**config.mk**
```make
export PLATFORM = sky130hd
export DESIGN_NAME = dcr_regs
export DESIGN_NICKNAME = d
export VERILOG_FILES = /design/src/rtl/dcr_pkg.sv /design/src/rtl/dcr_event_irq.sv /design/src/rtl/dcr_latency_meter.sv /design/src/rtl/dcr_regs.sv
export SDC_FILE = /design/constraint.sdc
export NUM_CORES = 1
export LEC_CHECK = 0
export BUFFER_PORTS_ARGS = -buffer_cell sky130_fd_sc_hd__buf_2
export CAP_MARGIN = 0
export CORE_ASPECT_RATIO = 1.4
export CORE_MARGIN = 10
export CORE_UTILIZATION = 45
export CTS_BUF_LIST = sky130_fd_sc_hd__clkbuf_8
export DETAILED_ROUTE_END_ITERATION = 8
export GPL_TIMING_DRIVEN = 0
export PLACE_DENSITY = 0.81
export REMOVE_ABC_BUFFERS = 1
export SETUP_SLACK_MARGIN = 0.2
export SKIP_LAST_GASP = 1
export SYNTH_ARGS = -nofsm -noshare
export SYNTH_HDL_FRONTEND = slang
export SYNTH_SLANG_ARGS = --single-unit
```
**constraint.sdc**
```tcl
create_clock -name sys_clk -period 1.7 [get_ports sys_clk]
set_clock_uncertainty 0.05 [all_clocks]
set_input_delay 0 -clock sys_clk [delete_from_list [all_inputs] [get_ports sys_clk]]
set_output_delay 0 -clock sys_clk [all_outputs]
set_load 0.03 [all_outputs]
```
**src/rtl/dcr_pkg.sv**
```systemverilog
`default_nettype none

package dcr_pkg;

  // ---------------------------------------------------------------------------
  // Bus geometry
  // ---------------------------------------------------------------------------
  localparam int unsigned ADDR_W = 12;
  localparam int unsigned DATA_W = 32;

  // ---------------------------------------------------------------------------
  // Byte addresses; each 64-bit register is a low word and a high word
  // ---------------------------------------------------------------------------
  localparam logic [11:0] ECC_DATA_LO_ADDR = 12'h1A0;
  localparam logic [11:0] ECC_DATA_HI_ADDR = 12'h1A4;
  localparam logic [11:0] CKE_LO_ADDR = 12'h1B0;
  localparam logic [11:0] CKE_HI_ADDR = 12'h1B4;
  localparam logic [11:0] WRLAT_LO_ADDR = 12'h1D0;
  localparam logic [11:0] WRLAT_HI_ADDR = 12'h1D4;
  localparam logic [11:0] UPD_LO_ADDR = 12'h1E0;
  localparam logic [11:0] UPD_HI_ADDR = 12'h1E4;
  localparam logic [11:0] DLL0_LO_ADDR = 12'h1F0;
  localparam logic [11:0] DLL0_HI_ADDR = 12'h1F4;
  localparam logic [11:0] IRQ_STATUS_ADDR = 12'h300;
  localparam logic [11:0] IRQ_ENABLE_ADDR = 12'h304;
  localparam logic [11:0] IRQ_CLEAR_ADDR = 12'h308;

  // ---------------------------------------------------------------------------
  // Field positions within a 32-bit word
  // ---------------------------------------------------------------------------
  localparam int unsigned CKE_LSB = 0;            // Low word bits 2:0.
  localparam int unsigned WRLAT_BASE_LSB = 24;    // High word, bits 59:56.
  localparam int unsigned WRLAT_OBS_LSB = 16;     // High word, bits 51:48.
  localparam int unsigned UPD_MIN_LSB = 0;        // High word, bits 35:32.
  localparam int unsigned CLK_DIS_LSB = 16;       // Low word, bits 19:16.
  localparam int unsigned TERM_ALT_BIT = 8;       // Low word, bit 8.
  localparam int unsigned IDLE_DRIVE_BIT = 0;     // Low word, bit 0.
  localparam int unsigned PHYUPD_TYPE_LSB = 16;   // High word, bits 61:48.
  localparam int unsigned PHYUPD_RESP_LSB = 0;    // High word, bits 45:32.
  localparam int unsigned CTRLUPD_MAX_LSB = 16;   // Low word, bits 29:16.
  localparam int unsigned RDEN_BASE_LSB = 8;      // Low word, bits 12:8.
  localparam int unsigned RDLAT_OBS_LSB = 0;      // Low word, bits 4:0.
  localparam int unsigned DLL_OFF_BIT = 24;
  localparam int unsigned DLL_PHASE_LSB = 16;
  localparam int unsigned DLL_PREC_LSB = 0;

  // ---------------------------------------------------------------------------
  // Field widths
  // ---------------------------------------------------------------------------
  localparam int unsigned CKE_W = 3;
  localparam int unsigned WRLAT_W = 4;
  localparam int unsigned RDLAT_W = 5;
  localparam int unsigned CS_N = 4;
  localparam int unsigned REFRESH_INTERVAL_W = 14;
  localparam int unsigned UPD_MIN_W = 4;
  localparam int unsigned DLL_BYTE_W = 8;
  localparam int unsigned EVT_N = 3;

  // ---------------------------------------------------------------------------
  // Reset values
  // ---------------------------------------------------------------------------
  localparam logic [2:0] CKE_RST = 3'h0;
  localparam logic [3:0] WRLAT_BASE_RST = 4'h0;
  localparam logic [3:0] UPD_MIN_RST = 4'h4;
  localparam logic [3:0] CLK_DIS_RST = 4'h0;
  localparam logic [4:0] RDEN_BASE_RST = 5'h00;
  localparam logic [31:0] DLL0_RST = 32'h00000000;
  localparam logic [2:0] IRQ_EN_RST = 3'h0;

  // ---------------------------------------------------------------------------
  // Event bit positions
  // ---------------------------------------------------------------------------
  localparam int unsigned EVT_ECC_UNCORR = 0;
  localparam int unsigned EVT_WRLAT = 1;
  localparam int unsigned EVT_RDLAT = 2;

endpackage : dcr_pkg

`default_nettype wire

```
**src/rtl/dcr_event_irq.sv**
```systemverilog
`default_nettype none

// -----------------------------------------------------------------------------
// Sticky event status, enable gating and one level interrupt
// -----------------------------------------------------------------------------
module dcr_event_irq #(
  parameter int unsigned N = 3
) (
  // Clock and reset
  input wire logic sys_clk,
  input wire logic nrst,
  // Events and software control
  input wire logic [N-1:0] event_pulse,
  input wire logic [N-1:0] clear,
  input wire logic [N-1:0] enable,
  // Results
  output logic [N-1:0] status,
  output logic irq
);

  logic [N-1:0] status_q;

  // A set in the same cycle as its clear wins, so no event is lost.
  always_ff @(posedge sys_clk or negedge nrst) begin
    if (!nrst) begin
      status_q <= '0;
    end else begin
      status_q <= (status_q & ~clear) | event_pulse;
    end
  end

  assign status = status_q;
  assign irq = |(status_q & enable);

endmodule : dcr_event_irq

`default_nettype wire

```
**src/rtl/dcr_latency_meter.sv**
```systemverilog
`default_nettype none

// -----------------------------------------------------------------------------
// Cycle counter between a start pulse and a stop pulse
// -----------------------------------------------------------------------------
module dcr_latency_meter #(
  parameter int unsigned W = 4
) (
  // Clock and reset
  input wire logic sys_clk,
  input wire logic nrst,
  // Event pulses
  input wire logic start,
  input wire logic stop,
  // Result
  output logic [W-1:0] latency,
  output logic done
);

  logic busy_q;
  logic [W-1:0] cnt_q;
  logic [W-1:0] latency_q;
  logic done_q;

  // Counting saturates so that a lost stop never wraps to a small, plausible value.
  always_ff @(posedge sys_clk or negedge nrst) begin
    if (!nrst) begin
      busy_q <= 1'b0;
      cnt_q <= '0;
    end else if (start && !stop) begin
      busy_q <= 1'b1;
      cnt_q <= {{(W-1){1'b0}}, 1'b1};
    end else if (stop) begin
      busy_q <= 1'b0;
      cnt_q <= '0;
    end else if (busy_q && (cnt_q != {W{1'b1}})) begin
      cnt_q <= cnt_q + {{(W-1){1'b0}}, 1'b1};
    end
  end

  // Result is latched on stop; a stop in the start cycle measures zero.
  always_ff @(posedge sys_clk or negedge nrst) begin
    if (!nrst) begin
      latency_q <= '0;
      done_q <= 1'b0;
    end else begin
      done_q <= stop && (busy_q || start);
      if (stop && start) begin
        latency_q <= '0;
      end else if (stop && busy_q) begin
        latency_q <= cnt_q;
      end
    end
  end

  assign latency = latency_q;
  assign done = done_q;

endmodule : dcr_latency_meter

`default_nettype wire

```
**src/rtl/dcr_regs.sv**
```systemverilog
// Added by the designer: the APB interface to the registers.
`default_nettype none


module dcr_regs (
  // Clock and reset
  input wire logic sys_clk,
  input wire logic nrst,
  // APB slave
  input wire logic psel,
  input wire logic penable,
  input wire logic pwrite,
  input wire logic [11:0] paddr,
  input wire logic [31:0] pwdata,
  output logic [31:0] prdata,
  output logic pready,
  output logic pslverr,
  // ECC error capture
  input wire logic ecc_uncorr_valid,
  input wire logic [63:0] ecc_uncorr_data,
  // Latency measurement events from the command path
  input wire logic wr_cmd_issue,
  input wire logic wr_data_issue,
  input wire logic rd_cmd_issue,
  input wire logic rd_data_return,
  // Refresh interval from the timing registers
  input wire logic [13:0] refresh_interval,
  // Controller state
  input wire logic ctrl_idle,
  // Configuration outputs
  output logic [2:0] cke_delay,
  output logic [3:0] write_latency_base,
  output logic [4:0] read_enable_base,
  output logic termination_alt_enable,
  output logic [3:0] ctrl_update_min_time,
  output logic [13:0] ctrl_update_max_time,
  output logic [13:0] phy_update_type_time,
  output logic [13:0] phy_update_response_time,
  // DRAM clock gating and data bus drive
  output logic [3:0] dram_clk_en,
  output logic dq_dqs_idle_oe,
  // Lane 0 DLL
  output logic dll0_enable,
  output logic [7:0] dll0_phase,
  output logic [7:0] dll0_precision,
  // Interrupt
  output logic irq
);

  // ---------------------------------------------------------------------------
  // Address decode helper
  // ---------------------------------------------------------------------------

  // Word addresses only; byte offset bits are ignored.
  function automatic logic addr_is(input logic [11:0] a, input logic [11:0] target);
    addr_is = (a[11:2] == target[11:2]);
  endfunction : addr_is

  // ---------------------------------------------------------------------------
  // Storage
  // ---------------------------------------------------------------------------

  logic [63:0] ecc_data_q;
  logic [2:0] cke_delay_q;
  logic [3:0] wrlat_base_q;
  logic [3:0] clk_dis_q;
  logic term_alt_q;
  logic idle_drive_q;
  logic [4:0] rden_base_q;
  logic [31:0] dll0_q;
  logic [2:0] irq_en_q;
  logic [31:0] prdata_q;
  logic pslverr_q;
  logic [3:0] wrlat_obs;
  logic [4:0] rdlat_obs;
  logic wrlat_done;
  logic rdlat_done;
  logic [2:0] irq_status;
  logic [2:0] irq_clear;
  logic [2:0] events;
  logic wr_en;
  logic setup;
  logic mapped;

  // ---------------------------------------------------------------------------
  // APB handshake
  // ---------------------------------------------------------------------------

  // Read data is prepared in the setup cycle, so the slave answers in the first
  // access cycle with zero wait states.
  assign setup = psel && !penable;
  assign pready = psel && penable;
  assign wr_en = psel && penable && pwrite;

  always_comb begin
    mapped = addr_is(paddr, dcr_pkg::ECC_DATA_LO_ADDR) ||
             addr_is(paddr, dcr_pkg::ECC_DATA_HI_ADDR) ||
             addr_is(paddr, dcr_pkg::CKE_LO_ADDR) ||
             addr_is(paddr, dcr_pkg::CKE_HI_ADDR) ||
             addr_is(paddr, dcr_pkg::WRLAT_LO_ADDR) ||
             addr_is(paddr, dcr_pkg::WRLAT_HI_ADDR) ||
             addr_is(paddr, dcr_pkg::UPD_LO_ADDR) ||
             addr_is(paddr, dcr_pkg::UPD_HI_ADDR) ||
             addr_is(paddr, dcr_pkg::DLL0_LO_ADDR) ||
             addr_is(paddr, dcr_pkg::DLL0_HI_ADDR) ||
             addr_is(paddr, dcr_pkg::IRQ_STATUS_ADDR) ||
             addr_is(paddr, dcr_pkg::IRQ_ENABLE_ADDR) ||
             addr_is(paddr, dcr_pkg::IRQ_CLEAR_ADDR);
  end

  // ---------------------------------------------------------------------------
  // Read path
  // ---------------------------------------------------------------------------

  // Unmapped addresses and write-only words read as zero.
  always_ff @(posedge sys_clk or negedge nrst) begin
    if (!nrst) begin
      prdata_q <= 32'h00000000;
      pslverr_q <= 1'b0;
    end else if (setup) begin
      pslverr_q <= !mapped;
      prdata_q <= 32'h00000000;
      if (addr_is(paddr, dcr_pkg::ECC_DATA_LO_ADDR)) begin
        prdata_q <= ecc_data_q[31:0];
      end else if (addr_is(paddr, dcr_pkg::ECC_DATA_HI_ADDR)) begin
        prdata_q <= ecc_data_q[63:32];
      end else if (addr_is(paddr, dcr_pkg::CKE_LO_ADDR)) begin
        prdata_q[dcr_pkg::CKE_LSB +: dcr_pkg::CKE_W] <= cke_delay_q;
      end else if (addr_is(paddr, dcr_pkg::WRLAT_LO_ADDR)) begin
        prdata_q[dcr_pkg::CLK_DIS_LSB +: dcr_pkg::CS_N] <= clk_dis_q;
        prdata_q[dcr_pkg::TERM_ALT_BIT] <= term_alt_q;
        prdata_q[dcr_pkg::IDLE_DRIVE_BIT] <= idle_drive_q;
      end else if (addr_is(paddr, dcr_pkg::WRLAT_HI_ADDR)) begin
        prdata_q[dcr_pkg::WRLAT_BASE_LSB +: dcr_pkg::WRLAT_W] <= wrlat_base_q;
        prdata_q[dcr_pkg::WRLAT_OBS_LSB +: dcr_pkg::WRLAT_W] <= wrlat_obs;
        prdata_q[dcr_pkg::UPD_MIN_LSB +: dcr_pkg::UPD_MIN_W] <= dcr_pkg::UPD_MIN_RST;
      end else if (addr_is(paddr, dcr_pkg::UPD_LO_ADDR)) begin
        prdata_q[dcr_pkg::CTRLUPD_MAX_LSB +: dcr_pkg::REFRESH_INTERVAL_W] <= refresh_interval;
        prdata_q[dcr_pkg::RDEN_BASE_LSB +: dcr_pkg::RDLAT_W] <= rden_base_q;
        prdata_q[dcr_pkg::RDLAT_OBS_LSB +: dcr_pkg::RDLAT_W] <= rdlat_obs;
      end else if (addr_is(paddr, dcr_pkg::UPD_HI_ADDR)) begin
        prdata_q[dcr_pkg::PHYUPD_TYPE_LSB +: dcr_pkg::REFRESH_INTERVAL_W] <= refresh_interval;
        prdata_q[dcr_pkg::PHYUPD_RESP_LSB +: dcr_pkg::REFRESH_INTERVAL_W] <= refresh_interval;
      end else if (addr_is(paddr, dcr_pkg::DLL0_HI_ADDR)) begin
        prdata_q <= dll0_q;
      end else if (addr_is(paddr, dcr_pkg::IRQ_STATUS_ADDR)) begin
        prdata_q[dcr_pkg::EVT_N-1:0] <= irq_status;
      end else if (addr_is(paddr, dcr_pkg::IRQ_ENABLE_ADDR)) begin
        prdata_q[dcr_pkg::EVT_N-1:0] <= irq_en_q;
      end
    end
  end

  assign prdata = prdata_q;
  assign pslverr = pslverr_q && pready;

  // ---------------------------------------------------------------------------
  // ECC uncorrectable data capture
  // ---------------------------------------------------------------------------

  // Only the error path loads this register; bus writes never reach it.
  always_ff @(posedge sys_clk or negedge nrst) begin
    if (!nrst) begin
      ecc_data_q <= 64'h0000000000000000;
    end else if (ecc_uncorr_valid) begin
      ecc_data_q <= ecc_uncorr_data;
    end
  end

  // ---------------------------------------------------------------------------
  // Self-refresh CKE delay
  // ---------------------------------------------------------------------------

  // Kept for software compatibility; the self-refresh path here ignores it.
  always_ff @(posedge sys_clk or negedge nrst) begin
    if (!nrst) begin
      cke_delay_q <= dcr_pkg::CKE_RST;
    end else if (wr_en && addr_is(paddr, dcr_pkg::CKE_LO_ADDR)) begin
      cke_delay_q <= pwdata[dcr_pkg::CKE_LSB +: dcr_pkg::CKE_W];
    end
  end

  // ---------------------------------------------------------------------------
  // Write latency base and pad control
  // ---------------------------------------------------------------------------

  // Writes to the high word touch only the base; observed latency and the
  // update minimum are not stored here, so a write cannot alter them.
  always_ff @(posedge sys_clk or negedge nrst) begin
    if (!nrst) begin
      wrlat_base_q <= dcr_pkg::WRLAT_BASE_RST;
    end else if (wr_en && addr_is(paddr, dcr_pkg::WRLAT_HI_ADDR)) begin
      wrlat_base_q <= pwdata[dcr_pkg::WRLAT_BASE_LSB +: dcr_pkg::WRLAT_W];
    end
  end

  always_ff @(posedge sys_clk or negedge nrst) begin
    if (!nrst) begin
      clk_dis_q <= dcr_pkg::CLK_DIS_RST;
      term_alt_q <= 1'b0;
      idle_drive_q <= 1'b0;
    end else if (wr_en && addr_is(paddr, dcr_pkg::WRLAT_LO_ADDR)) begin
      clk_dis_q <= pwdata[dcr_pkg::CLK_DIS_LSB +: dcr_pkg::CS_N];
      term_alt_q <= pwdata[dcr_pkg::TERM_ALT_BIT];
      idle_drive_q <= pwdata[dcr_pkg::IDLE_DRIVE_BIT];
    end
  end

  // ---------------------------------------------------------------------------
  // Read enable base
  // ---------------------------------------------------------------------------

  always_ff @(posedge sys_clk or negedge nrst) begin
    if (!nrst) begin
      rden_base_q <= dcr_pkg::RDEN_BASE_RST;
    end else if (wr_en && addr_is(paddr, dcr_pkg::UPD_LO_ADDR)) begin
      rden_base_q <= pwdata[dcr_pkg::RDEN_BASE_LSB +: dcr_pkg::RDLAT_W];
    end
  end

  // ---------------------------------------------------------------------------
  // Lane 0 DLL control word
  // ---------------------------------------------------------------------------

  // The low word of this register is reserved and reads as zero.
  always_ff @(posedge sys_clk or negedge nrst) begin
    if (!nrst) begin
      dll0_q <= dcr_pkg::DLL0_RST;
    end else if (wr_en && addr_is(paddr, dcr_pkg::DLL0_HI_ADDR)) begin
      dll0_q <= pwdata;
    end
  end

  // Bit 24 is an active-low enable, so the reset word leaves the DLL running.
  assign dll0_enable = !dll0_q[dcr_pkg::DLL_OFF_BIT];
  assign dll0_phase = dll0_q[dcr_pkg::DLL_PHASE_LSB +: dcr_pkg::DLL_BYTE_W];
  assign dll0_precision = dll0_q[dcr_pkg::DLL_PREC_LSB +: dcr_pkg::DLL_BYTE_W];

  // ---------------------------------------------------------------------------
  // Observed latencies
  // ---------------------------------------------------------------------------

  dcr_latency_meter #(
    .W(dcr_pkg::WRLAT_W)
  ) u_wr_meter (
    .sys_clk(sys_clk),
    .nrst(nrst),
    .start(wr_cmd_issue),
    .stop(wr_data_issue),
    .latency(wrlat_obs),
    .done(wrlat_done)
  );

  dcr_latency_meter #(
    .W(dcr_pkg::RDLAT_W)
  ) u_rd_meter (
    .sys_clk(sys_clk),
    .nrst(nrst),
    .start(rd_cmd_issue),
    .stop(rd_data_return),
    .latency(rdlat_obs),
    .done(rdlat_done)
  );

  // ---------------------------------------------------------------------------
  // Interrupts
  // ---------------------------------------------------------------------------

  always_ff @(posedge sys_clk or negedge nrst) begin
    if (!nrst) begin
      irq_en_q <= dcr_pkg::IRQ_EN_RST;
    end else if (wr_en && addr_is(paddr, dcr_pkg::IRQ_ENABLE_ADDR)) begin
      irq_en_q <= pwdata[dcr_pkg::EVT_N-1:0];
    end
  end

  // Clear is write-one-to-clear and self-resetting; it stores nothing.
  assign irq_clear = (wr_en && addr_is(paddr, dcr_pkg::IRQ_CLEAR_ADDR)) ?
                     pwdata[dcr_pkg::EVT_N-1:0] : 3'h0;

  always_comb begin
    events = 3'h0;
    events[dcr_pkg::EVT_ECC_UNCORR] = ecc_uncorr_valid;
    events[dcr_pkg::EVT_WRLAT] = wrlat_done;
    events[dcr_pkg::EVT_RDLAT] = rdlat_done;
  end

  dcr_event_irq #(
    .N(dcr_pkg::EVT_N)
  ) u_irq (
    .sys_clk(sys_clk),
    .nrst(nrst),
    .event_pulse(events),
    .clear(irq_clear),
    .enable(irq_en_q),
    .status(irq_status),
    .irq(irq)
  );

  // ---------------------------------------------------------------------------
  // Configuration outputs
  // ---------------------------------------------------------------------------

  assign cke_delay = cke_delay_q;
  assign write_latency_base = wrlat_base_q;
  assign read_enable_base = rden_base_q;
  assign termination_alt_enable = term_alt_q;
  assign ctrl_update_min_time = dcr_pkg::UPD_MIN_RST;
  assign ctrl_update_max_time = refresh_interval;
  assign phy_update_type_time = refresh_interval;
  assign phy_update_response_time = refresh_interval;

  // A set disable bit stops the clock for that chip select.
  assign dram_clk_en = ~clk_dis_q;

  // Driving the idle bus avoids floating lines but costs pad power, hence opt-in.
  assign dq_dqs_idle_oe = idle_drive_q && ctrl_idle;

endmodule : dcr_regs

`default_nettype wire

```
# == Word-level counts from Yosys, hierarchy flattened ==
# Cells that the tools add are included.
# op_classes
reduce_logical,48
muxes,60
bitwise_logic,5
n_eq_ne,15
n_addsub,2
# ops
op,n
$mux W29,10
$mux W14,10
$eq A10 B7 Y1 const B,10
$mux W32,2
$mux W4,11
$mux W5,7
$eq A10 B8 Y1 const B,3
$mux W12,2
$logic_and A1 B1 Y1,22
$mux W3,7
$logic_or A1 B1 Y1,14
$mux W7,2
$reduce_bool A2 Y1,4
$and A3 B3 Y3,2
$mux W1,6
$mux W2,3
$reduce_bool A3 Y1,2
$add A5 B1 Y5 const B,1
$logic_not A1 Y1,5
$ne A5 B5 Y1 const B,1
$add A4 B1 Y4 const B,1
$ne A4 B4 Y1 const B,1
$not A4 Y4,1
$not A3 Y3,1
2 further kinds,2
# totals
ff_bits,175
in_bits,133
out_inout_bits,116

# == Logic depth before layout (Yosys ltp) ==
# Gate-level depths: netlist of run 1.
# depth
ltp_word,24
mapped_depth,8
depth_no_buf,7

# == By module ==
# Synthesis of run 1 repeated with hierarchy kept, for this count alone.
# hier_totals
hier_cells,803
hier_area_um2,8765.9
# modules_own_cells
module,instances,cells_each,area_per_inst_um2
dcr_regs,1,696,7639.8
dcr_latency_meter (u_rd_meter),1,51,525.5
dcr_latency_meter (u_wr_meter),1,45,478.0
dcr_event_irq,1,11,122.6

# == Least setup slack after synthesis of run 1 ==
# OpenSTA, ideal clock, no wires.
# synth_path
path_kind,input-to-reg
from,input port paddr[11]
to,register dll0_q[0]
t_arrival_ns,1.615
path_stages,7
setup_slack_ns,-0.092
t_required_ns,1.523
setup_ns,0.127
path_buffers,3
cell_sequence,or3b_1 buf_2 nor4_4 and2_1 buf_4 buf_6 mux2_1
# synth_via
elab_chain_len,2
# synth_lines
item,line_no,rtl
start: declaration,dcr_regs.sv:13,"input wire logic [11:0] paddr,"
$eq A10 B7 Y1,dcr_regs.sv:56,addr_is = (a[11:2] == target[11:2]);
$logic_and A1 B1 Y1,dcr_regs.sv:229,"end else if (wr_en && addr_is(paddr, dcr_pkg::DLL0_HI_ADDR)) begin"
end signal: assignment,dcr_regs.sv:228,dll0_q <= dcr_pkg::DLL0_RST;
end signal: assignment,dcr_regs.sv:230,dll0_q <= pwdata;
end: declaration,dcr_regs.sv:70,logic [31:0] dll0_q;
# No other way between the ends.
# A chain may end at the register's enable or synchronous reset.

# == Worst setup path after layout of run 1 ==
# layout_path
from,register u_rd_meter.cnt_q[0]
to,register u_rd_meter.cnt_q[3]
# layout_via
elab_chain_len,4
elab_cells_between_ends,7
classes_between,1 x add/sub; 1 x eq/ne; 3 x mux; 2 x reduce/logical
# layout_lines
item,line_no,rtl
start: declaration,dcr_latency_meter.sv:21,logic [W-1:0] cnt_q;
start signal: assignment,dcr_latency_meter.sv:32,"cnt_q <= {{(W-1){1'b0}}, 1'b1};"
start signal: assignment,dcr_latency_meter.sv:37,"cnt_q <= cnt_q + {{(W-1){1'b0}}, 1'b1};"
$add A5 B1 Y5,dcr_latency_meter.sv:37,
$mux W5,dcr_latency_meter.sv:36,end else if (busy_q && (cnt_q != {W{1'b1}})) begin
$mux W5,dcr_latency_meter.sv:33,end else if (stop) begin
$mux W5,dcr_latency_meter.sv:30,end else if (start && !stop) begin
# Parallel ways exist; a longest one is shown, timed or not. The select of a mux whose other input is x is not followed.

==> out/qor_table.md, run 1 <==
| Group | Result | This run |
| --- | --- | --- |
| run status | Status | finished clean |
| finish | Fill cell total of the finished layout | 1409 |
| pwr | Power per cell area | 755.1 nW/um2 |
| synth | Yosys warnings | 0 |
| hold path | Hold EP | pslverr_q |
| routing | Top Metal Used | met4 |
| global route | Wire length of the first global-routing pass | 44040 um |
| hold path | Hold path startpoint | paddr[7] |
| die | Initial cell density of the core | 45.86% |
| pwr | Total internal power | 6.343 mW |
| die | Die Wd | 136.6 um |
| routing | Wire length the detailed router placed on met1 | 10540 um |
| synth | Main area contributors after synthesis | dfrtp_1 (51%), mux2_2 (11%), buf_4 (5.6%) |
| timing | Number of hold violations in the final report | 0 |
| setup path | WP data required | 2020 ps |
| timing | Worst-case hold slack | 18.67 ps |
| synth | Largest area contributor in the netlist | dfrtp_1 |
| routing | Routed Wire Length | 28910 um |
| cts | CTS sink count | 175 |
| finish | Fraction of layout cells with a size suffix above 1 | 38.53% |
| synth | Synth Cell Area | 8566 um2 |
| synth | Yosys cell types | 55 |
| setup path | Startpoint type of the worst setup path | flip-flop |
| global route | Initial antenna violation count | 1 |
| cts | CTS tree | built |
| global route | Gr ovfl total | 0 |
| placement | Placed insts | 1170 |
| pwr | Flop pwr share | 51.1% |
| synth | Number of instances in the synthesized netlist | 779 |
| setup path | End of the worst register-to-register path | u_rd_meter.cnt_q[3] |
| global route | Via count of the first global-routing pass | 8104 |
| placement | Count of input and output buffers | 242 |
| finish | Area overhead of the layout relative to synthesis | 35.55% |
| routing | DRC errors left | 0 |
| timing | Min Clock Period, post-route | 1690 ps |
| setup path | FF-to-FF Start | u_rd_meter.cnt_q[0] |
| pwr | Proportion of power drawn by the clock network | 32.9% |
| timing | Max-slew violation count | 0 |
| die | Die outline area | 25030 um2 |
| setup path | Critical Path Source | u_rd_meter.cnt_q[0] |
| routing | Total iterations of the first detailed-routing run | 5 |
| synth | Share of the synthesized area in the top cell type | 51.12% |
| timing | Portion of the clock cycle consumed by the worst path in the final layout | 99.38% |
| placement | Placed wire-length estimate | 18880 um |
| synth | Top cells by instance count after synthesis | dfrtp_1 (175), mux2_2 (85), o21ai_0 (84) |
| synth | Ys flop type | dfrtp_1 |
| cts | # H-tree levels | 4 |
| routing | DR vias/cell | 5.560 |
| cts | Number of buffers on the longest clock path | 2 |
| global route | Total GRT Usage | 22.41% |
| placement | Routability congestion estimate from global placement | 0.9064 |
| timing | Transition time at the pin with the least slew margin | 966.4 ps |
| cts | Number of buffers created by CTS | 17 |
| timing | Setup repair after global routing missed its margin | yes |
| setup path | Worst EP arrival | 2010 ps |
| timing | F_max | 591.9 MHz |
| routing | DRC violation total after the first TritonRoute iteration | 468 |
| setup path | Critical setup path kind | flip-flop to flip-flop |
| routing | Wirelength per Cell | 21.43 um |
| die | CORE AREA | 18680 um2 |
| routing | WL met3 | 2236 um |
| synth | Number of enable-type register cells in the synthesized netlist | 0 |
| die | Top-Level Pins | 249 |
| routing | Total met2 wirelength after detailed routing | 14860 um |
| hold path | Worst hold stages | 5 |
| timing | Worst slew margin relative to its limit | 35.43% |
| setup path | Sort of element at the end of the critical path | flip-flop |
| synth | Mapped Avg Cell Area | 11.00 um2 |
| cts | Clk Tree Root Cell | clkbuf_8 |
| finish | Non-filler instance count after layout | 1349 |
| global route | Pin count of the biggest net entering global routing | 92 |
| run | Max Cap Violations | 0 |
| synth | Sequential area share after synthesis | 51.12% |
| pwr | Switching Share | 27.65% |
| pwr | Combinational share of power | 16.0% |
| finish | Count of nets after finishing | 1226 |
| die | Overall die height | 183.2 um |
| setup path | Number of cells on the worst reg-to-reg path | 7 |
| timing | Number of setup violations in the final report | 0 |
| die | Total number of placement rows | 59 |
| cts | Clock-pin slew of the registers on the worst-case setup and hold paths | 90 ps |
| synth | Fraction of registers with async set or reset after synthesis | 100.0% |
| setup path | Register-to-register setup slack | 10 ps |
| pwr | Static leakage | 5.525 nW |
| pwr | Net switching component of the power | 2.425 mW |
| hold path | Hold Path Class | input port to flip-flop |
| routing | Post-DRT Antenna Nets | 0 |
| routing | Total via count after detailed routing | 7501 |
| setup path | Critical path fanouts, max | 4 |
| cts | Clock latency on the worst-skew pair | 440 ps |
| synth | FF+latch count, synth | 175 |
| synth | Cell with the most instances after synthesis | dfrtp_1 |
| pwr | VDD IR-drop max | 0.0004728 V |
[registers in the layout, indices dropped and copies added (netlist names), 3 cells and up]
signal and flops:
ecc_data_q 64, dll0_q 32, prdata 32, read_enable_base 5, u_rd_meter.cnt_q 5, u_rd_meter.latency 5, clk_dis_q 4, u_wr_meter.cnt_q 4
u_wr_meter.latency 4, write_latency_base 4, cke_delay 3, irq_en_q 3, u_irq.status 3
[power by group through the flow]
stage                     clock (mW)  combinational [mW]  sequential, mW
final                           2.89                1.40            4.48
after global routing            3.13                1.50            4.50
after CTS                       2.97                1.37            4.47
after detailed placement           0                1.11            4.55
after global placement             0                1.06            4.54
after floorplan                    0               0.369            4.59
[worst max path at each step]
stage,to,cells after the start
after global placement,dll0_q[23],5
after global routing,u_rd_meter.cnt_q[3],7
after floorplan,dll0_q[23],4
final,u_rd_meter.cnt_q[3],7
after detailed placement,dll0_q[3],6
after CTS,u_rd_meter.cnt_q[3],7
[stage by stage]
step                      setup slack (ps)  area, um2  setup TNS (ps)  total power [mW]  utilization, %
after floorplan                      -1104       7904          -36740             4.958               -
after global placement               -3276       9420         -564030             5.602           50.44
after detailed placement             -1478       9617          -88600             5.660           51.49
after CTS                            92.47      11460               0             8.808           61.35
after global routing                -39.67      11610          -39.67             9.137           62.16
final                                10.46      11610               0             8.768           62.17
[worst max-delay path, cell delays in order, from the launching register on]
cell and delay, ps:
dfrtp_1 410, ha_2 190, and3_4 180, ha_4 160, nor2b_4 150, nand4_1 130, xor2_1 170, nor3_2 160
[routing by layer]
layer,GRT usage [%],vias up
li1,-,3334
met2,39.09,421
met4,11.53,0
met5,0,-
met1,24.87,3662
met3,4.923,84
[kinds of logic after synthesis]
group | share of synthesized area (%)
flip-flops | 51.12
AO/OA/AOI/OAI | 12.28
AND/OR/NAND/NOR | 10.24
buffers and inverters | 8.822
multiplexers | 16.49
XOR/XNOR | 0.5113
adder cells (fa/ha/maj) | 0.4383
other | 0.08768
[final cells by class]
type	instances	area (um2)	share of cell area, %
Sequential cell	175	4379	37.72
Multi-Input combinational cell	477	3586	30.88
Tap cell	244	305.3	2.629
Clock buffer	18	247.7	2.134
Inverter	23	86.33	0.7435
Timing Repair Buffer	396	2859	24.62
Clock inverter	14	142.6	1.228
Antenna cell	2	5.005	0.04310
[layout by cell type (no fill, tap or decap), types with 3 or more instances in the layout]
cell | Yosys | layout
a221oi_1 | 23 | 21
a21o_1 | 3 | 3
buf_6 | 3 | 4
buf_12 | 0 | 4
nand2_1 | 63 | 61
o21ai_0 | 84 | 82
mux2_2 | 85 | 85
nor4_4 | 2 | 3
nand4_1 | 4 | 4
clkbuf_8 | 0 | 19
nor3_1 | 14 | 12
xor2_1 | 3 | 3
a21oi_1 | 31 | 30
a31oi_1 | 5 | 5
buf_4 | 64 | 21
nor2b_4 | 0 | 3
nand3_1 | 6 | 5
nor2b_1 | 6 | 3
clkinvlp_4 | 0 | 3
dlygate4sd3_1 | 0 | 119
or3_1 | 9 | 9
nand2b_1 | 16 | 14
o21ai_1 | 1 | 3
and3_1 | 4 | 3
inv_1 | 22 | 24
and2_1 | 7 | 5
buf_2 | 7 | 238
nor3_4 | 0 | 3
mux2i_1 | 14 | 14
buf_8 | 0 | 5
a211oi_1 | 11 | 11
mux2_1 | 28 | 28
o211ai_1 | 5 | 5
conb_1 | 2 | 4
dfrtp_1 | 175 | 175
nor2_1 | 18 | 16
inv_6 | 0 | 3
[timing repair]
item	4_1_cts	5_1_grt
pin swaps	7	16
hold endpoints to repair	237	0
buffers inserted	16	8
setup endpoints to repair	94	41
gates resized for setup	29	10
cloned	0	2
hold buffers	119	0
Note: power is estimated with default switching activity, not from simulation.
==> run 2, diff against run 1 <==
--- a/config.mk
+++ b/config.mk
@@ -5,18 +5,20 @@
 export SDC_FILE = /design/constraint.sdc
 export NUM_CORES = 1
 export LEC_CHECK = 0
+export ABC_AREA = 1
 export BUFFER_PORTS_ARGS = -buffer_cell sky130_fd_sc_hd__buf_2
 export CAP_MARGIN = 0
 export CORE_ASPECT_RATIO = 1.4
 export CORE_MARGIN = 10
-export CORE_UTILIZATION = 45
+export CORE_UTILIZATION = 49
 export CTS_BUF_LIST = sky130_fd_sc_hd__clkbuf_8
 export DETAILED_ROUTE_END_ITERATION = 8
 export GPL_TIMING_DRIVEN = 0
-export PLACE_DENSITY = 0.81
+export PLACE_DENSITY = 0.86
 export REMOVE_ABC_BUFFERS = 1
 export SETUP_SLACK_MARGIN = 0.2
 export SKIP_LAST_GASP = 1
 export SYNTH_ARGS = -nofsm -noshare
 export SYNTH_HDL_FRONTEND = slang
+export SYNTH_HIERARCHICAL = 1
 export SYNTH_SLANG_ARGS = --single-unit
==> run 2 against run 1 <==
Compared with the run above:
- the run now ends with hold timing left
- sequential cell count is the same
- register-to-register slack gained 190 ps
- global-route usage grew 2.6 points
- wire length grew 7.6%
- largest cell class unchanged
==> out/qor_table.md, run 2 <==
| Group | Result | This run | vs previous |
| --- | --- | --- | --- |
| synth | Synth Cell Area | 8771 um2 | +2.4% |
| global route | Via count of the first global-routing pass | 8937 | +10% |
| synth | Fraction of registers with async set or reset after synthesis | 100.0% | unchanged |
| setup path | Critical path fanouts, max | 6 | +2 |
| run status | Violations in the final reports | hold timing |  |
| synth | Number of instances in the synthesized netlist | 1044 | +34% |
| cts | CTS tree | built |  |
| hold path | Worst hold stages | 5 | unchanged |
| pwr | Combinational share of power | 14.2% | -1.8 points |
| pwr | Total internal power | 6.393 mW | +0.79% |
| pwr | Switching Share | 27.19% | -0.47 points |
| synth | Yosys warnings | 6 | +6 |
| timing | Number of hold violations in the final report | 2 | +2 |
| synth | Top cells by instance count after synthesis | nand2_1 (244), dfrtp_1 (175), inv_1 (128) |  |
| synth | Ys flop type | dfrtp_1 |  |
| die | Top-Level Pins | 249 | unchanged |
| finish | Fraction of layout cells with a size suffix above 1 | 27.60% | -11 points |
| timing | Min Clock Period, post-route | 1495 ps | -194.5 ps |
| placement | Count of input and output buffers | 242 | unchanged |
| pwr | Proportion of power drawn by the clock network | 35.4% | +2.5 points |
| setup path | Slowest library cell on the worst path | dfrtp_1 |  |
| finish | Area overhead of the layout relative to synthesis | 34.35% |  |
| pwr | Design Power | 8.781 mW | +0.15% |
| finish | Largest Register | ecc_data_q |  |
| synth | Number of enable-type register cells in the synthesized netlist | 0 | unchanged |
| finish | Non-filler instance count after layout | 1616 | +20% |
| global route | Initial antenna violation count | 8 | +7 |
| cts | CTS sink count | 175 | unchanged |
| synth | Compound-cell area share of the yosys netlist | 14.15% | +1.9 points |
| synth | Share of the synthesized area in the top cell type | 49.93% | -1.2 points |
| setup path | Critical setup path kind | flip-flop to flip-flop |  |
| hold path | Hold EP | prdata[28] |  |
| setup path | Series of cell instances along the critical path | ha_4, nand2_2, nor2_2, ha_2, inv_2, nand2_4, nand2_4, a21oi_2, nor2_1 |  |
| placement | Placed insts | 1430 | +22% |
| synth | Post-synthesis share of cell area spent on and, or, nand and nor gates | 18.99% | +8.7 points |
| setup path | Crit-path most repeated cell | nand2_4 |  |
| synth | Sequential area share after synthesis | 49.93% | -1.2 points |
| global route | Gr ovfl total | 0 | unchanged |
| synth | Dominant combinational cell family by area after synthesis | simple AND/OR/NAND/NOR gates |  |
| cts | Clk Tree Root Cell | clkbuf_8 |  |
| die | Die Wd | 133.1 um | -2.6% |
| finish | Largest register FFs | 64 | unchanged |
| cts | Clock latency on the worst-skew pair | 460 ps | +20 ps |
| setup path | FF-to-FF Start | u_rd_meter/cnt_q[0] |  |
| setup path | WP data required | 2000 ps | -20 ps |
| global route | Total GRT Usage | 25.04% | +2.6 points |
| global route | Pin count of the biggest net entering global routing | 96 | +4.3% |
| setup path | Worst EP arrival | 1800 ps | -210 ps |
| die | Die outline area | 23730 um2 | -5.2% |
| setup path | Sort of element at the end of the critical path | flip-flop |  |
| hold path | Hold Path Class | input port to flip-flop |  |
| synth | Mapped Avg Cell Area | 8.401 um2 | -24% |
| timing | Number of setup violations in the final report | 0 | unchanged |
| hold path | Hold path startpoint | penable |  |
| placement | Placed wire-length estimate | 19310 um | +2.3% |
| synth | Yosys cell types | 41 | -25% |
| setup path | Startpoint type of the worst setup path | flip-flop |  |
| timing | Worst slew margin relative to its limit | 57.56% | +22 points |
| placement | Routability congestion estimate from global placement | 0.8659 | -4.5% |
| cts | Number of buffers on the longest clock path | 2 | unchanged |
| synth | Post-Synth XOR/XNOR Area | 0% | -0.51 points |
| timing | F_max | 668.9 MHz | +13% |
| finish | Leading cell types in the layout, fill and taps excluded | buf_2 (240), nand2_1 (239), dfrtp_1 (175) |  |
| pwr | Power per cell area | 745.1 nW/um2 | -1.3% |
| global route | Wire length of the first global-routing pass | 47010 um | +6.7% |
| routing | Routed Wire Length | 31120 um | +7.6% |
| timing | Setup repair after global routing missed its margin | yes |  |
| finish | Most common library cell in the layout ignoring fill and taps | buf_2 |  |
| cts | Number of buffers created by CTS | 17 | unchanged |
| timing | Worst-case hold slack | -16.23 ps | -34.91 ps |
| finish | Post-route design area | 11780 um2 | +1.5% |
| pwr | Flop pwr share | 50.4% | -0.7 points |
| synth | Adder-cell share of the synthesized area | 0.4280% | -0.010 points |
| timing | Portion of the clock cycle consumed by the worst path in the final layout | 87.94% | -11 points |
| pwr | VDD IR-drop max | 0.0003813 V | -19% |
| finish | Count of nets after finishing | 1496 | +22% |
| routing | Wirelength per Cell | 19.26 um | -10% |
| routing | Post-DRT Antenna Nets | 0 | unchanged |
| setup path | Crit path largest cell delay | 400 ps | about the same |
| die | Initial cell density of the core | 50.20% | +4.3 points |
| timing | Max-slew violation count | 0 | unchanged |
| routing | Total via count after detailed routing | 8819 | +18% |
| cts | # H-tree levels | 4 | unchanged |
| routing | DRC errors left | 0 | unchanged |
| routing | Total iterations of the first detailed-routing run | 8 | +3 |
| pwr | Static leakage | 6.074 nW | +9.9% |
| synth | Mux contribution to synthesized area | 3.210% | -13 points |
| synth | Main area contributors after synthesis | dfrtp_1 (50%), nand2_1 (10%), o21ai_0 (6.2%) |  |
| placement | Placement-stage worst setup slack | -783.8 ps | +694.0 ps |
| setup path | End of the worst register-to-register path | u_rd_meter/cnt_q[2] |  |
| run | Max Cap Violations | 0 | unchanged |
| synth | Cell with the most instances after synthesis | nand2_1 |  |
| die | CORE AREA | 17470 um2 | -6.4% |
| placement | Post-Place Cell Area | 9739 um2 | +1.3% |
| cts | Clock-pin slew of the registers on the worst-case setup and hold paths | 90 ps | about the same |
| timing | Transition time at the pin with the least slew margin | 634.5 ps | -331.9 ps |
| run status | Status | finished with violations |  |
| pwr | Net switching component of the power | 2.387 mW | -1.5% |
| timing | Worst-case setup margin in the final layout | 205.0 ps | +194.5 ps |
| synth | Largest area contributor in the netlist | dfrtp_1 |  |
| setup path | Number of cells on the worst reg-to-reg path | 9 | +2 |
| routing | DR vias/cell | 5.457 | -1.9% |
| setup path | Register-to-register setup slack | 200 ps | +190 ps |
| die | Total number of placement rows | 57 | -3.4% |
| routing | DRC violation total after the first TritonRoute iteration | 914 | +95% |
| die | Overall die height | 178.3 um | -2.7% |
| synth | FF+latch count, synth | 175 | unchanged |
## run 2: changes by cell type after synthesis, moves of 12 or more
cell      change
o22ai_1      +12
mux2_2       -60
o21ai_1      +29
nor2_1       +38
nand2b_1     -16
nand2_1     +181
nand3_1      +35
inv_1       +106
mux2_1       -28
o21ai_0      +24
mux2i_1      -14
a221oi_1     -23
## run 2: how the worst max path moves through the flow
stage,startpoint,endpoint,slack (ps),cells past startpoint
2_1_floorplan,psel,prdata[13],-230,5
3_3_place_gp,nrst,prdata[15],-2120,1
3_5_place_dp,paddr[9],pslverr_q,-780,11
4_1_cts,paddr[9],pslverr_q,130,11
5_1_grt,u_rd_meter/cnt_q[0],u_rd_meter/cnt_q[2],130,9
6_report,u_rd_meter/cnt_q[0],u_rd_meter/cnt_q[2],200,9
## run 2: cell type report
cell class	instances	area [um2]
fill	1292	5689
sequential	175	4379
multi-input combinational	635	3376
timing repair buffer	390	2740
inverter	140	541.8
tap	236	295.3
clock buffer	18	247.7
clock inverter	14	178.9
antenna	7	17.52
timing repair inverter	1	7.507
## run 2: critical path, delay by kind of cell (launching register included)
| kind | cells | cell delay, ps |
|---|---|---|
| buffers and inverters | 1 | 40 |
| DFF | 1 | 400 |
| and+or+nand+nor | 5 | 400 |
| adders and majority gates | 2 | 330 |
| AOI/OAI and AO/OA | 1 | 150 |
## run 2: cell families (layout without fill, tap and decap cells)
group / count (synthesis) / in the layout
AO/OA/AOI/OAI: 218 / 218
adder cells (fa/ha/maj): 3 / 3
buffers and inverters: 237 / 563
flip-flops: 175 / 175
multiplexers: 25 / 25
other: 2 / 11
AND/OR/NAND/NOR: 384 / 385
## run 2: repair_timing
action / 4_1_cts / 5_1_grt
endpoints found under the setup margin: 65 / 69
gates resized for setup: 10 / 23
hold buffers: 128 / 5
setup buffers: 1 / 11
endpoints found under the hold margin: 314 / 11
pin swaps: 0 / 8
gates cloned: 2 / 0
## run 2: per-layer routing
layer,wire length [um],global-route usage [%]
met3,2496,6.109
met1,10900,26.67
met4,2075,17.78
met2,15650,42.85
met5,7,0
## run 2: stage by stage
stage	TNS, ps	utilization, %
final	0	67.44
after global routing	0	67.43
after CTS	0	65.85
after detailed placement	-31610	55.74
after global placement	-462300	55.25
after floorplan	-6429	-
## run 2: power by group through the flow
| stage | sequential, mW | combinational, mW | clock (mW) |
|---|---|---|---|
| after floorplan | 4.49 | 0.331 | 0 |
| after global placement | 4.49 | 0.884 | 0 |
| after detailed placement | 4.50 | 0.926 | 0 |
| after CTS | 4.42 | 1.19 | 3.17 |
| after global routing | 4.44 | 1.35 | 3.30 |
| final | 4.42 | 1.25 | 3.11 |
==> run 3, diff against run 2 <==
--- a/config.mk
+++ b/config.mk
@@ -10,15 +10,14 @@
 export CAP_MARGIN = 0
 export CORE_ASPECT_RATIO = 1.4
 export CORE_MARGIN = 10
-export CORE_UTILIZATION = 49
+export CORE_UTILIZATION = 57
 export CTS_BUF_LIST = sky130_fd_sc_hd__clkbuf_8
 export DETAILED_ROUTE_END_ITERATION = 8
 export GPL_TIMING_DRIVEN = 0
-export PLACE_DENSITY = 0.86
+export PLACE_DENSITY = 0.94
 export REMOVE_ABC_BUFFERS = 1
 export SETUP_SLACK_MARGIN = 0.2
 export SKIP_LAST_GASP = 1
 export SYNTH_ARGS = -nofsm -noshare
 export SYNTH_HDL_FRONTEND = slang
-export SYNTH_HIERARCHICAL = 1
 export SYNTH_SLANG_ARGS = --single-unit
==> constraint.sdc (replaced) <==
create_clock -name sys_clk -period 1.8 [get_ports sys_clk]
set_clock_uncertainty 0.05 [all_clocks]
set_input_delay 0 -clock sys_clk [delete_from_list [all_inputs] [get_ports sys_clk]]
set_output_delay 0 -clock sys_clk [all_outputs]
set_load 0.03 [all_outputs]
==> run 3 against run 2 <==
Compared with the run above:
- the flow now finishes without violations
- synthesized area shrank 2.0%
- worst setup slack worse by 150 ps
- first-iteration DRC count up 29%
- sequential power down 5.4%
- die area decreased by 14%
- via count grew 1.7%
- cell count decreased by 3.0%
- sequential cell count did not move
- utilization increased by 8.2 points
- hold slack improved by 50 ps
- synthesized cell count is 1.3% higher
- critical path type unchanged
- critical endpoint is now u_rd_meter.cnt_q[3]
- largest cell class unchanged
==> out/qor_table.md, run 3 <==
| Group | Result | This run | vs previous |
| --- | --- | --- | --- |
| run status | Status | finished clean |  |
| die | Overall die height | 165.3 um | -7.3% |
| synth | Top cells by instance count after synthesis | nand2_1 (365), dfrtp_1 (175), inv_1 (97) |  |
| setup path | Worst EP arrival | 2070 ps | +270 ps |
| pwr | VDD IR-drop max | 0.0006044 V | +59% |
| routing | DRC violation total after the first TritonRoute iteration | 1176 | +29% |
| run | Max Cap Violations | 0 | unchanged |
| die | Initial cell density of the core | 57.58% | +7.4 points |
| synth | Yosys warnings | 0 | -6 |
| global route | Pin count of the biggest net entering global routing | 95 | -1.0% |
| synth | Mapped Avg Cell Area | 8.121 um2 | -3.3% |
| synth | FF+latch count, synth | 175 | unchanged |
| pwr | Static leakage | 6.141 nW | +1.1% |
| global route | Initial antenna violation count | 5 | -3 |
| global route | Met2 track demand over resource | 54.20% | +11 points |
| global route | Met3 track utilization from global routing | 6.941% | +0.83 points |
| die | Die Wd | 123.8 um | -7.0% |
| finish | Leading cell types in the layout, fill and taps excluded | nand2_1 (362), buf_2 (240), dfrtp_1 (175) |  |
| routing | Post-DRT Antenna Nets | 0 | unchanged |
| synth | Number of enable-type register cells in the synthesized netlist | 0 | unchanged |
| synth | Sequential area share after synthesis | 50.97% | +1.0 points |
| timing | Max-slew violation count | 0 | unchanged |
| setup path | Register-to-register setup slack | 60 ps | -150 ps |
| synth | Main area contributors after synthesis | dfrtp_1 (51%), nand2_1 (16%), buf_4 (5.6%) |  |
| synth | Fraction of registers with async set or reset after synthesis | 100.0% | unchanged |
| synth | Yosys cell types | 36 | -12% |
| global route | Fraction of met1 tracks used by global routing | 31.93% | +5.3 points |
| cts | Clk Tree Root Cell | clkbuf_8 |  |
| timing | Worst slew margin relative to its limit | 37.69% | -20 points |
| finish | Total area of multi-input combinational cells | 3269 um2 | -3.2% |
| synth | Share of the synthesized area in the top cell type | 50.97% | +1.0 points |
| finish | Count of nets after finishing | 1493 | -0.20% |
| finish | Most common library cell in the layout ignoring fill and taps | nand2_1 |  |
| timing | Setup repair after global routing missed its margin | yes |  |
| finish | Fraction of layout cells with a size suffix above 1 | 25.18% | -2.4 points |
| finish | Fill cell total of the finished layout | 951 | -26% |
| synth | Number of instances in the synthesized netlist | 1058 | +1.3% |
| global route | Gr ovfl total | 0 | unchanged |
| placement | Count of input and output buffers | 242 | unchanged |
| setup path | Sort of element at the end of the critical path | flip-flop |  |
| routing | DR vias/cell | 5.722 | +4.9% |
| routing | DRC errors left | 0 | unchanged |
| synth | Synth Cell Area | 8592 um2 | -2.0% |
| routing | Wirelength per Cell | 20.79 um | +7.9% |
| placement | Post-Place Cell Area | 9527 um2 | -2.2% |
| global route | Wire length of the first global-routing pass | 49220 um | +4.7% |
| setup path | Critical path fanouts, max | 4 | -2 |
| setup path | Startpoint type of the worst setup path | flip-flop |  |
| timing | Number of hold violations in the final report | 0 | -2 |
| timing | F_max | 573.9 MHz | -14% |
| global route | Total GRT Usage | 31.66% | +6.6 points |
| synth | Ys flop type | dfrtp_1 |  |
| finish | Post-route design area | 11290 um2 | -4.2% |
| cts | # H-tree levels | 4 | unchanged |
| routing | Routed Wire Length | 32580 um | +4.7% |
| finish | Area overhead of the layout relative to synthesis | 31.40% |  |
| routing | Total via count after detailed routing | 8967 | +1.7% |
| die | Die outline area | 20450 um2 | -14% |
| placement | Placed wire-length estimate | 19740 um | +2.2% |
| synth | Cell with the most instances after synthesis | nand2_1 |  |
| die | Total number of placement rows | 53 | -7.0% |
| placement | Routability congestion estimate from global placement | 0.9409 | +8.7% |
| cts | CTS sink count | 175 | unchanged |
| finish | Core utilization of the finished layout | 75.66% | +8.2 points |
| routing | Total iterations of the first detailed-routing run | 5 | -3 |
| die | CORE AREA | 14920 um2 | -15% |
| finish | Largest register FFs | 64 | unchanged |
| cts | CTS tree | built |  |
| pwr | Power per cell area | 703.0 nW/um2 | -5.6% |
| timing | Number of setup violations in the final report | 0 | unchanged |
| finish | Largest Register | ecc_data_q |  |
| cts | Number of buffers on the longest clock path | 2 | unchanged |
| die | Top-Level Pins | 249 | unchanged |
| synth | Largest area contributor in the netlist | dfrtp_1 |  |
| timing | Transition time at the pin with the least slew margin | 934.6 ps | +300.1 ps |
| setup path | WP data required | 2120 ps | +120 ps |
| timing | Min Clock Period, post-route | 1743 ps | +247.6 ps |
| cts | Clock-pin slew of the registers on the worst-case setup and hold paths | 100 ps | about the same |
| setup path | Critical setup path kind | flip-flop to flip-flop |  |
| finish | Combined flip-flop and latch cell area | 4379 um2 | unchanged |
| cts | Number of buffers created by CTS | 17 | unchanged |
| hold path | Hold Path Class | input port to flip-flop |  |
| cts | Clock latency on the worst-skew pair | 480 ps | +20 ps |
| global route | Layer carrying the most global-route usage | met2 |  |
| timing | Portion of the clock cycle consumed by the worst path in the final layout | 96.81% | +8.9 points |
| global route | Via count of the first global-routing pass | 9455 | +5.8% |
==> run 3: cell types whose count changed after synthesis, moves of 11 or more <==
cell / previous run / this run
nand2_1: 244 / 365
inv_1: 128 / 97
mux2_2: 25 / 9
o21ai_0: 108 / 95
nor2_1: 56 / 44
o22ai_1: 13 / 1
o211ai_1: 1 / 12
==> run 3: final timing paths <==
| check | start | to | cells after the start |
|---|---|---|---|
| hold / removal | paddr[2] | u_irq.status[1] | 5 |
| setup / recovery | u_rd_meter.cnt_q[0] | u_rd_meter.cnt_q[3] | 10 |
| max in group asynchronous | nrst | ecc_data_q[54] | 3 |
| min in group asynchronous | nrst | ecc_data_q[27] | 2 |
| hold reg to reg | u_rd_meter.done | u_irq.status[2] | 1 |
| setup reg to reg | u_rd_meter.cnt_q[0] | u_rd_meter.cnt_q[3] | 10 |
==> run 3: per-stage QoR <==
step                total power, mW  cells  hold slack, ps  TNS, ps  setup WS (ps)
global placement              5.038   1393           137.2  -539350          -2204
finish                        7.937   1567           33.83        0          57.41
CTS                           7.848   1553           2.639        0          206.2
floorplan                     4.523    959          -345.6   -16920         -534.0
detailed placement            5.097   1398           21.78   -49060         -885.3
global route                  8.212   1567           23.54        0          12.17
==> run 3: routing by layer <==
layer	wire length, um	part of all wire (%)	vias up
met5	0	0	-
met4	2629	8.1	0
met3	3158	9.7	192
met2	16410	50	623
met1	10370	32	4237
li1	-	-	3915
==> run 3: report_power, final <==
| group | switching [mW] | internal [mW] | total [mW] | leakage (nW) |
|---|---|---|---|---|
| Combinational | 0.696 | 0.449 | 1.14 | 3.66 |
| Clock | 1.50 | 1.11 | 2.61 | 0.192 |
| Sequential | 0.0901 | 4.09 | 4.18 | 2.29 |
==> run 3: logic make-up (layout without fill, tap and decap cells) <==
kind of cell | count (synthesis) | after routing | share of synthesized area, %
compound gates | 185 | 185 | 12.07
xor+xnor | 1 | 1 | 0.1020
fa+ha+maj | 3 | 3 | 0.4369
buf+inv | 206 | 516 | 12.01
flops | 175 | 175 | 50.97
mux | 16 | 16 | 2.097
other cells | 2 | 9 | 0.08741
simple gates | 470 | 470 | 22.22
==> run 3: timing repair <==
action,4_1_cts,5_1_grt
gates resized for setup,9,17
endpoints found under the setup margin,64,30
buffers inserted,7,8
hold endpoints to repair,252,0
hold buffers,114,0
pin swaps,4,5
cloned,2,0
==> run 3: cell type report <==
| type | count | area share (%) |
|---|---|---|
| inverter | 105 | 3.535 |
| timing repair inverter | 2 | 0.06650 |
| clock inverter | 11 | 0.7425 |
| tap | 192 | 2.128 |
| antenna | 5 | 0.1108 |
| clock buffer | 21 | 2.560 |
| sequential | 175 | 38.79 |
| timing repair buffer | 377 | 23.11 |
| multi-input combinational | 679 | 28.96 |
==> run 3: critical path, stage by stage (launching register included) <==
cell and delay [ps]:
dfrtp_1 410, ha_2 210, nand2_2 80, nor2_2 40, ha_2 190, nor2_4 120, inv_2 70, nand2_2 70
nand4_1 160, o21ai_2 190, a21oi_1 50
